## src/design/iwd_pkg.sv

```systemverilog
/*
  iwd_pkg: field layout, opcode patterns and timing counts for the
  instruction word decoder and its phase sequencer.
  Assumes nothing of its surroundings.
*/
package iwd_pkg;
  localparam int unsigned IWD_WORD_W     = 12;
  localparam int unsigned IWD_FILE_W     = 7;
  localparam int unsigned IWD_LIT_W      = 9;
  localparam int unsigned IWD_OPC_W      = 6;
  localparam int unsigned IWD_PHASE_W    = 2;
  // oscillator periods per instruction cycle
  localparam int unsigned IWD_PHASES     = 4;
  localparam logic [1:0]  IWD_PH_FIRST   = 2'h0;
  localparam logic [1:0]  IWD_PH_LAST    = 2'(IWD_PHASES - 1);
  // field positions
  localparam int unsigned IWD_FSEL_MSB   = 4;
  localparam int unsigned IWD_DEST_POS   = 5;
  localparam int unsigned IWD_BSEL_LSB   = 5;
  localparam int unsigned IWD_BSEL_MSB   = 7;
  localparam int unsigned IWD_LIT8_MSB   = 7;
  localparam int unsigned IWD_LIT9_MSB   = 8;
  localparam int unsigned IWD_CTL_LSB    = 5;
  // opcode patterns, most significant bits
  localparam logic [1:0]  IWD_GRP_BYTE_P = 2'h0;
  localparam logic [1:0]  IWD_GRP_BIT_P  = 2'h1;
  localparam logic [6:0]  IWD_CTL_P      = 7'h00;
  localparam logic [2:0]  IWD_GOTO_P     = 3'h5;
  localparam logic [3:0]  IWD_CALL_P     = 4'h9;
  localparam logic [3:0]  IWD_RETLW_P    = 4'h8;
  localparam logic [1:0]  IWD_LITW_P     = 2'h3;
  localparam logic [5:0]  IWD_DECFSZ_P   = 6'h0b;
  localparam logic [5:0]  IWD_INCFSZ_P   = 6'h0f;
  localparam logic [2:0]  IWD_BTFS_P     = 3'h3;
  localparam logic [3:0]  IWD_BSET_CLR_P = 4'h4;
  // file address of the program counter low byte
  localparam logic [4:0]  IWD_PCL_ADDR   = 5'h02;
  localparam logic [6:0]  IWD_FILE_MIN   = 7'h00;
  localparam logic [6:0]  IWD_FILE_MAX   = 7'h7f;

  typedef enum logic [1:0] {
    IWD_GRP_BYTE,
    IWD_GRP_BIT,
    IWD_GRP_LITCTL
  } iwd_group_t;
endpackage

```

## src/design/iwd_phase_if.sv

```systemverilog
/*
  iwd_phase_if: carries the phase number and cycle boundary strobes from
  the phase sequencer to the decoder.
  Assumes both ends share one clock.
*/
`timescale 1ns/10ps
interface iwd_phase_if;
  logic [1:0] phase;
  logic       first;
  logic       last;
  modport gen (output phase, output first, output last);
  modport sink (input phase, input first, input last);
endinterface

```

## src/design/iwd_phase_gen.sv

```systemverilog
/*
  iwd_phase_gen: counts oscillator periods into instruction cycles.
  Assumes clk_i is the core oscillator and rst_i is synchronous.
*/
`timescale 1ns/10ps
module iwd_phase_gen
  import iwd_pkg::*;
(
  input  wire logic clk_i,    // core oscillator
  input  wire logic rst_i,    // synchronous reset, active high
  iwd_phase_if.gen  ph        // phase and cycle strobes
);
  typedef struct packed {
    logic [1:0] phase;
    logic       first;
    logic       last;
  } iwd_ph_state_t;

  iwd_ph_state_t st;
  iwd_ph_state_t next_st;

  always_comb begin
    next_st       = st;
    next_st.phase = st.phase + 2'h1;                   // RQ9
    next_st.first = (next_st.phase == IWD_PH_FIRST);
    next_st.last  = (next_st.phase == IWD_PH_LAST);
  end

  // reset parks on the last phase so the first cycle starts right after release
  always_ff @(posedge clk_i) begin
    if (rst_i) begin
      st <= '{phase: IWD_PH_LAST, first: 1'b0, last: 1'b1};
    end else begin
      st <= next_st;
    end
  end

  assign ph.phase = st.phase;
  assign ph.first = st.first;
  assign ph.last  = st.last;
endmodule

```

## src/design/instr_word_decode_timing.sv

```systemverilog
/*
  instr_word_decode_timing: splits each instruction word into opcode and
  operand fields, names the result destination and sets the cycle timing.
  Assumes program memory on the same clock presents the word on instr_i by
  the end of the clock in which fetch_o is high, and that the execute unit
  gives the skip test result on skip_true_i during phase 2, the clock before fetch_o.
*/
// What this block does
// RQ1 - each 12-bit word is split into an opcode and one or more operand fields.
// RQ2 - every word is classed as a byte, bit, or literal and control operation.
// RQ3 - byte operations use the file field and send the result to W on 0, to the file on 1.
// RQ4 - bit operations take a bit number within an 8-bit file and the file from the file field.
// RQ5 - literal and control operations yield an 8-bit literal, or a 9-bit one for the branch.
// RQ6 - the file address output spans 0x00 to 0x7f; the code drives only 0x00 to 0x1f, with the upper two bits held at zero.
// RQ7 - don't-care bit positions never change the decode; tools should fill them with zero.
// RQ8 - one cycle per instruction, or two when it loads the program counter or a skip holds.
// RQ9 - one instruction cycle is four oscillator periods.
// RQ10 - every program counter write except the unconditional branch clears its bit 8.
// RQ11 - the opcode sits in the top bits and operands fill the low bits.
`timescale 1ns/10ps
module instr_word_decode_timing
  import iwd_pkg::*;
(
  input  wire logic                   clk_i,           // core oscillator
  input  wire logic                   rst_i,           // synchronous reset, active high
  input  wire logic [IWD_WORD_W-1:0]  instr_i,         // word from program memory
  input  wire logic                   skip_true_i,     // skip test result, phase 2
  output logic      [1:0]             phase_o,         // oscillator phase in cycle
  output logic                        fetch_o,         // instr_i taken at end of this clock
  output logic                        exec_valid_o,    // decoded word is executing
  output logic                        flush_o,         // second cycle of a two-cycle op
  output iwd_group_t                  group_o,         // instruction class
  output logic      [IWD_OPC_W-1:0]   opcode_o,        // top opcode bits
  output logic      [IWD_FILE_W-1:0]  file_sel_o,      // file register address
  output logic                        dest_file_o,     // result goes to file register
  output logic      [2:0]             bit_sel_o,       // bit number in file register
  output logic      [IWD_LIT_W-1:0]   literal_o,       // literal operand
  output logic                        lit9_o,          // literal is 9 bits wide
  output logic                        write_w_o,       // result written to W
  output logic                        write_file_o,    // result written to file
  output logic                        skip_op_o,       // conditional skip instruction
  output logic                        pc_write_o,      // instruction loads the PC
  output logic                        pc_bit8_clear_o  // force PC bit 8 to zero
);
  typedef struct packed {
    logic [1:0]            phase;
    logic                  fetch;
    logic                  exec_valid;
    logic                  flush;
    logic                  flush_pend;
    iwd_group_t            group;
    logic [IWD_OPC_W-1:0]  opcode;
    logic [IWD_FILE_W-1:0] file_sel;
    logic                  dest_file;
    logic [2:0]            bit_sel;
    logic [IWD_LIT_W-1:0]  literal;
    logic                  lit9;
    logic                  write_w;
    logic                  write_file;
    logic                  skip_op;
    logic                  pc_write;
    logic                  pc_bit8_clear;
  } iwd_state_t;

  iwd_phase_if ph ();

  iwd_phase_gen u_phase (
    .clk_i (clk_i),
    .rst_i (rst_i),
    .ph    (ph)
  );

  iwd_state_t st;
  iwd_state_t next_st;

  // the control words share the byte prefix, so they are checked first
  function automatic iwd_group_t iwd_class(input logic [IWD_WORD_W-1:0] w);
    if (w[11:IWD_CTL_LSB] == IWD_CTL_P) begin
      return IWD_GRP_LITCTL;
    end else if (w[11:10] == IWD_GRP_BYTE_P) begin
      return IWD_GRP_BYTE;
    end else if (w[11:10] == IWD_GRP_BIT_P) begin
      return IWD_GRP_BIT;
    end
    return IWD_GRP_LITCTL;
  endfunction

  function automatic logic iwd_is_skip(input logic [IWD_WORD_W-1:0] w);
    return (w[11:6] == IWD_DECFSZ_P) || (w[11:6] == IWD_INCFSZ_P) ||
           (w[11:9] == IWD_BTFS_P);
  endfunction

  function automatic logic iwd_is_goto(
    input logic [IWD_WORD_W-1:0] w,
    input iwd_group_t            grp
  );
    return (grp == IWD_GRP_LITCTL) && (w[11:9] == IWD_GOTO_P);
  endfunction

  function automatic logic [IWD_FILE_W-1:0] iwd_file_field(
    input logic [IWD_WORD_W-1:0] w,
    input iwd_group_t            grp
  );
    if (grp == IWD_GRP_LITCTL) begin
      return IWD_FILE_MIN;
    end
    return {2'h0, w[IWD_FSEL_MSB:0]};
  endfunction

  function automatic logic [2:0] iwd_bit_field(
    input logic [IWD_WORD_W-1:0] w,
    input iwd_group_t            grp
  );
    if (grp == IWD_GRP_BIT) begin
      return w[IWD_BSEL_MSB:IWD_BSEL_LSB];
    end
    return 3'h0;
  endfunction

  // only the unconditional branch needs the ninth literal bit
  function automatic logic [IWD_LIT_W-1:0] iwd_literal(
    input logic [IWD_WORD_W-1:0] w,
    input iwd_group_t            grp
  );
    if (iwd_is_goto(w, grp)) begin
      return w[IWD_LIT9_MSB:0];
    end
    return {1'b0, w[IWD_LIT8_MSB:0]};
  endfunction

  function automatic logic iwd_writes_w(
    input logic [IWD_WORD_W-1:0] w,
    input iwd_group_t            grp
  );
    if (grp == IWD_GRP_BYTE) begin
      return !w[IWD_DEST_POS];
    end
    if (grp == IWD_GRP_LITCTL) begin
      return (w[11:10] == IWD_LITW_P) || (w[11:8] == IWD_RETLW_P);
    end
    return 1'b0;
  endfunction

  // bit set and bit clear rewrite the whole file; bit tests only read it
  function automatic logic iwd_writes_file(
    input logic [IWD_WORD_W-1:0] w,
    input iwd_group_t            grp
  );
    if (grp == IWD_GRP_BYTE) begin
      return w[IWD_DEST_POS];
    end
    if (grp == IWD_GRP_BIT) begin
      return w[11:8] inside {IWD_BSET_CLR_P, 4'h5};
    end
    return 1'b0;
  endfunction

  logic [IWD_WORD_W-1:0] w;
  iwd_group_t            grp;
  logic                  is_goto;
  logic                  is_call;
  logic                  is_retlw;
  logic                  wr_file;
  logic                  pcl_wr;

  always_comb begin
    w        = instr_i;
    grp      = iwd_class(w);                                           // RQ2
    is_goto  = iwd_is_goto(w, grp);
    is_call  = (grp == IWD_GRP_LITCTL) && (w[11:8] == IWD_CALL_P);
    is_retlw = (grp == IWD_GRP_LITCTL) && (w[11:8] == IWD_RETLW_P);
    wr_file  = iwd_writes_file(w, grp);                                // RQ3
    pcl_wr   = wr_file && (w[IWD_FSEL_MSB:0] == IWD_PCL_ADDR);

    next_st       = st;
    next_st.phase = ph.phase;
    next_st.fetch = ph.last;
    if (ph.last) begin
      // a taken skip or a PC load turns the following cycle into a flush
      next_st.flush_pend = st.exec_valid &&                            // RQ8
                           (st.pc_write || (st.skip_op && skip_true_i));
    end
    if (ph.first) begin
      next_st.flush      = st.flush_pend;                              // RQ8
      next_st.exec_valid = !st.flush_pend;
      next_st.flush_pend = 1'b0;
      next_st.group      = grp;
      next_st.opcode     = w[11:11-IWD_OPC_W+1];                       // RQ11 RQ1
      // control words carry a tiny selector in the low bits; the rest is don't-care
      next_st.file_sel   = iwd_file_field(w, grp);                     // RQ6 RQ7
      next_st.dest_file  = (grp == IWD_GRP_BYTE) && w[IWD_DEST_POS];   // RQ3
      next_st.bit_sel    = iwd_bit_field(w, grp);                      // RQ4
      next_st.lit9       = is_goto;                                    // RQ5
      next_st.literal    = iwd_literal(w, grp);                        // RQ5
      next_st.write_w    = iwd_writes_w(w, grp);                       // RQ3
      next_st.write_file = wr_file;
      next_st.skip_op    = iwd_is_skip(w);
      next_st.pc_write   = is_goto || is_call || is_retlw || pcl_wr;  // RQ8
      next_st.pc_bit8_clear = is_call || is_retlw || pcl_wr;         // RQ10
    end
  end

  always_ff @(posedge clk_i) begin
    if (rst_i) begin
      st <= '{phase: IWD_PH_LAST, group: IWD_GRP_BYTE, default: '0};
    end else begin
      st <= next_st;
    end
  end

  assign phase_o         = st.phase;
  assign fetch_o         = st.fetch;
  assign exec_valid_o    = st.exec_valid;
  assign flush_o         = st.flush;
  assign group_o         = st.group;
  assign opcode_o        = st.opcode;
  assign file_sel_o      = st.file_sel;
  assign dest_file_o     = st.dest_file;
  assign bit_sel_o       = st.bit_sel;
  assign literal_o       = st.literal;
  assign lit9_o          = st.lit9;
  assign write_w_o       = st.write_w;
  assign write_file_o    = st.write_file;
  assign skip_op_o       = st.skip_op;
  assign pc_write_o      = st.pc_write;
  assign pc_bit8_clear_o = st.pc_bit8_clear;
endmodule

```

## config.mk

```make
export PLATFORM = sky130hd
export DESIGN_NAME = instr_word_decode_timing
export DESIGN_NICKNAME = d
export VERILOG_FILES = /design/src/design/iwd_pkg.sv /design/src/design/iwd_phase_if.sv /design/src/design/iwd_phase_gen.sv /design/src/design/instr_word_decode_timing.sv
export SDC_FILE = /design/constraint.sdc
export NUM_CORES = 1
export LEC_CHECK = 0
export BUFFER_PORTS_ARGS = -buffer_cell sky130_fd_sc_hd__buf_4
export CELL_PAD_IN_SITES_DETAIL_PLACEMENT = 0
export CELL_PAD_IN_SITES_GLOBAL_PLACEMENT = 1
export CORE_MARGIN = 2
export CORE_UTILIZATION = 37
export DETAILED_ROUTE_END_ITERATION = 8
export GPL_TIMING_DRIVEN = 0
export PLACE_DENSITY = 0.77
export SLEW_MARGIN = 20
export SYNTH_ARGS = -nofsm -noshare
export SYNTH_HDL_FRONTEND = slang
export SYNTH_SLANG_ARGS = --single-unit
```

## constraint.sdc

```tcl
create_clock -name clk_i -period 2.2 [get_ports clk_i]
set_clock_uncertainty 0.1 [all_clocks]
set_input_delay 0.66 -clock clk_i [delete_from_list [all_inputs] [get_ports clk_i]]
set_output_delay 0.66 -clock clk_i [all_outputs]
set_load 0.1 [all_outputs]
```

==> impl_metrics.yaml <==
sta:
  period_minus_slack_ns: 1.85
  hold_viol: 0
  tns_ns: 0
  fin_crit_sh_pct: 84.3
  fmax_ghz: 0.539
  finalSetupViolCount: 0
  hold_ws_ns: 0.340
  rsz0062_at_grt: "no"
  maxSlewViolCount: 0
  tightest_slew_ns: 0.555
  slew_headroom_pct: 63.0
floorplan:
  die_w_um: 72.6
  die_area_um2: 5270
  num_rows: 24
  io-pin-count: 54
  die_h_um: 72.6
  coreArea_um2: 4440
  start_util_pct: 39.2
global_routing:
  overflow: 0
  grt_pass1_wl_um: 5980
  grt_max_degree: 14
  grtUsageTotal_pct: 14.7
  grt_antenna_before_repair: 0
  grt_pass1_vias: 1273
clocking:
  clk_pin_slew_worst_paths_ns: 0.08
  htreeDepth: 2
  ctsResizeCount: 0
  cts.sinks: 40
  ctsLongestPathBuffers: 2
  numCtsBuffers: 5
  root_buffer: "clkbuf_8"
  hold_buffers: 0
  cts_tree: "done"
  post_cts_buffers: 0
  clk-insertion-delay-late_ns: 0.29
setup_path:
  cpPeakStageDelay_ns: 0.50
  cp_max_fo: 7
  rr_worst_depth: 4
  critPathLaunchType: "input port"
  required_ns: 2.25
  reg2reg_to: "bit_sel_o[1]"
  path_cells: "buf_4 > or4_1 > buf_2 > o311ai_0 > a21oi_1"
  regToRegStartpoint: "u_phase.ph.first"
  r2r_slack_ns: 0.63
  path_buf_inv: 2
  worstSetupEndpointType: "flip-flop"
  arrival_ns: 1.90
  crit_family: "simple AND/OR/NAND/NOR gates"
  critPathKind: "input port to flip-flop"
  critPathSlowestCell: "or4_1"
power:
  irDropWorstVdd_v: 0.000384
  powerDensity_nw_per_um2: 830
  power.total_mw: 1.90
  pwr-share-comb_pct: 27.8
  p_switching_mw: 0.656
  pwr-share-clk_pct: 30.7
  p_seq_share_pct: 41.5
  swShare_pct: 34.5
  p_leak_nw: 1.03
  p_int_mw: 1.24
flow_run:
  max-cap-violations: 0
final_layout:
  post-route-util_pct: 51.5
  final_nets: 265
  n_antenna_cell: 0
  drive_gt1_share_pct: 38.2
  area_growth_pct: 31.5
  instances_no_fill: 301
detailed_routing:
  vias_per_cell: 4.65
  drt_iter0_drc: 54
  dr.pass1.iters: 4
  drc: 0
  dr_total_vias: 1401
  drt-total-wl_um: 3670
  ant_nets: 0
  wl_per_cell_um: 12.2
worst_hold_path:
  whs_path_depth: 1
  worstHoldPathType: "flip-flop to flip-flop"
  whs_endpoint: "u_phase.ph.phase[0]"
  min-delay-start: "u_phase.ph.phase[0]"
placement:
  hpwl_um: 2760
  dp_cells: 293
  place.gp.congestion: 0.749
  port_buffers: 49
logic_synthesis:
  syn_area_um2: 1740
  ys_seq_elements: 40
  yosysUniqueCellTypes: 31
  netlist_instances: 191
  ys_seq_area_share_pct: 46.0
  synth.avg_cell_area_um2: 9.12
  ys_warn_count: 0
outcome:
  outcome: "finished clean"
[placed cells by master (no fill, tap or decap), types with 2 or more instances in the layout]
cell,netlist,layout
a31oi_1,2,2
clkbuf_8,0,5
a21oi_1,11,11
inv_1,5,5
nor2b_1,9,9
dfxtp_1,40,40
nand2b_1,3,3
buf_2,4,4
clkbuf_1,7,7
or2_2,3,3
conb_1,1,2
nor2_1,24,24
ha_1,2,2
nor3_1,2,2
o311ai_0,5,5
buf_4,29,78
nand2_1,12,12
mux2i_1,15,15
nand3_1,3,3
a311oi_1,2,2
[metrics by stage]
step	worst slack [ns]	area, um2
final	0.346	2290
after global routing	0.234	2290
after CTS	0.339	2290
after detailed placement	0.0300	2180
after global placement	0.0639	2180
after floorplan	0.313	1750
[power groups by stage]
| stage | Sequential [mW] | Clock [mW] | Combinational [mW] |
|---|---|---|---|
| 2_1_floorplan | 0.874 | 0 | 0.353 |
| 3_3_place_gp | 0.805 | 0 | 0.530 |
| 3_5_place_dp | 0.806 | 0 | 0.532 |
| 4_1_cts | 0.789 | 0.601 | 0.533 |
| 5_1_grt | 0.795 | 0.636 | 0.557 |
| 6_report | 0.789 | 0.583 | 0.528 |
[state kept, by name (all words and copies together) (netlist names), 2 cells and up]
name              flops
literal_o             7
opcode_o              6
file_sel_o            5
bit_sel_o             3
group_o               2
phase_o               2
u_phase.ph.phase      2
[routing by layer]
| layer | routed length (um) | global-route usage (%) | up-vias |
|---|---|---|---|
| met5 | 0 | 0 | - |
| met4 | 28 | 4.32 | 0 |
| met3 | 223 | 4.97 | 4 |
| met2 | 1720 | 23.1 | 33 |
| met1 | 1700 | 19.1 | 636 |
| li1 | - | - | 728 |
[worst max path at each step]
stage / slack, ns / cells past startpoint / from / to
2_1_floorplan: 0.31 / 4 / instr_i[6] / file_sel_o[0]
3_3_place_gp: 0.06 / 5 / instr_i[6] / file_sel_o[0]
3_5_place_dp: 0.03 / 5 / instr_i[6] / file_sel_o[0]
4_1_cts: 0.34 / 5 / instr_i[6] / file_sel_o[0]
5_1_grt: 0.23 / 5 / instr_i[6] / file_sel_o[0]
6_report: 0.35 / 5 / instr_i[6] / file_sel_o[1]
[layout make-up]
type / instances / area [um2]
inverters: 5 / 18.8
well taps: 52 / 65.1
clock buffers: 5 / 68.8
clock inverters: 3 / 42.5
repair buffers: 49 / 368
fillers: 459 / 2150
plain buffers: 40 / 264
flip-flops and latches: 40 / 801
multi-input cells: 107 / 662
[logic make-up after synthesis]
kind of cell / share of synthesized area [%]
AO/OA/AOI/OAI: 11.1
adder cells (fa/ha/maj): 1.44
buffers and inverters: 16.2
flip-flops: 46.0
multiplexers: 8.62
other: 0.215
AND/OR/NAND/NOR: 16.5
[synthesized netlist by cell type]
cell       number  area, um2
o211ai_1        1       7.51
a31oi_1         2       12.5
nand4_1         1       6.26
o31a_1          1       8.76
o2111ai_1       1       8.76
nand2_1        12       45.0
nor4b_1         1       8.76
a21o_2          1       8.76
o21ai_0         1       5.00
dfxtp_1        40        801
or2_2           3       18.8
buf_4          29        218
buf_2           4       20.0
nand2b_1        3       18.8
ha_1            2       25.0
a32oi_1         1       8.76
mux2i_1        15        150
a211oi_1        1       7.51
nand3_1         3       15.0
conb_1          1       3.75
nor3_2          1       10.0
inv_1           5       18.8
or4_1           1       7.51
nor2b_1         9       56.3
a21oi_1        11       55.1
a311oi_1        2       17.5
clkbuf_1        7       26.3
o22a_1          1       8.76
o311ai_0        5       43.8
nor2_1         24       90.1
nor3_1          2       10.0
(Power assumes the default switching activity.)
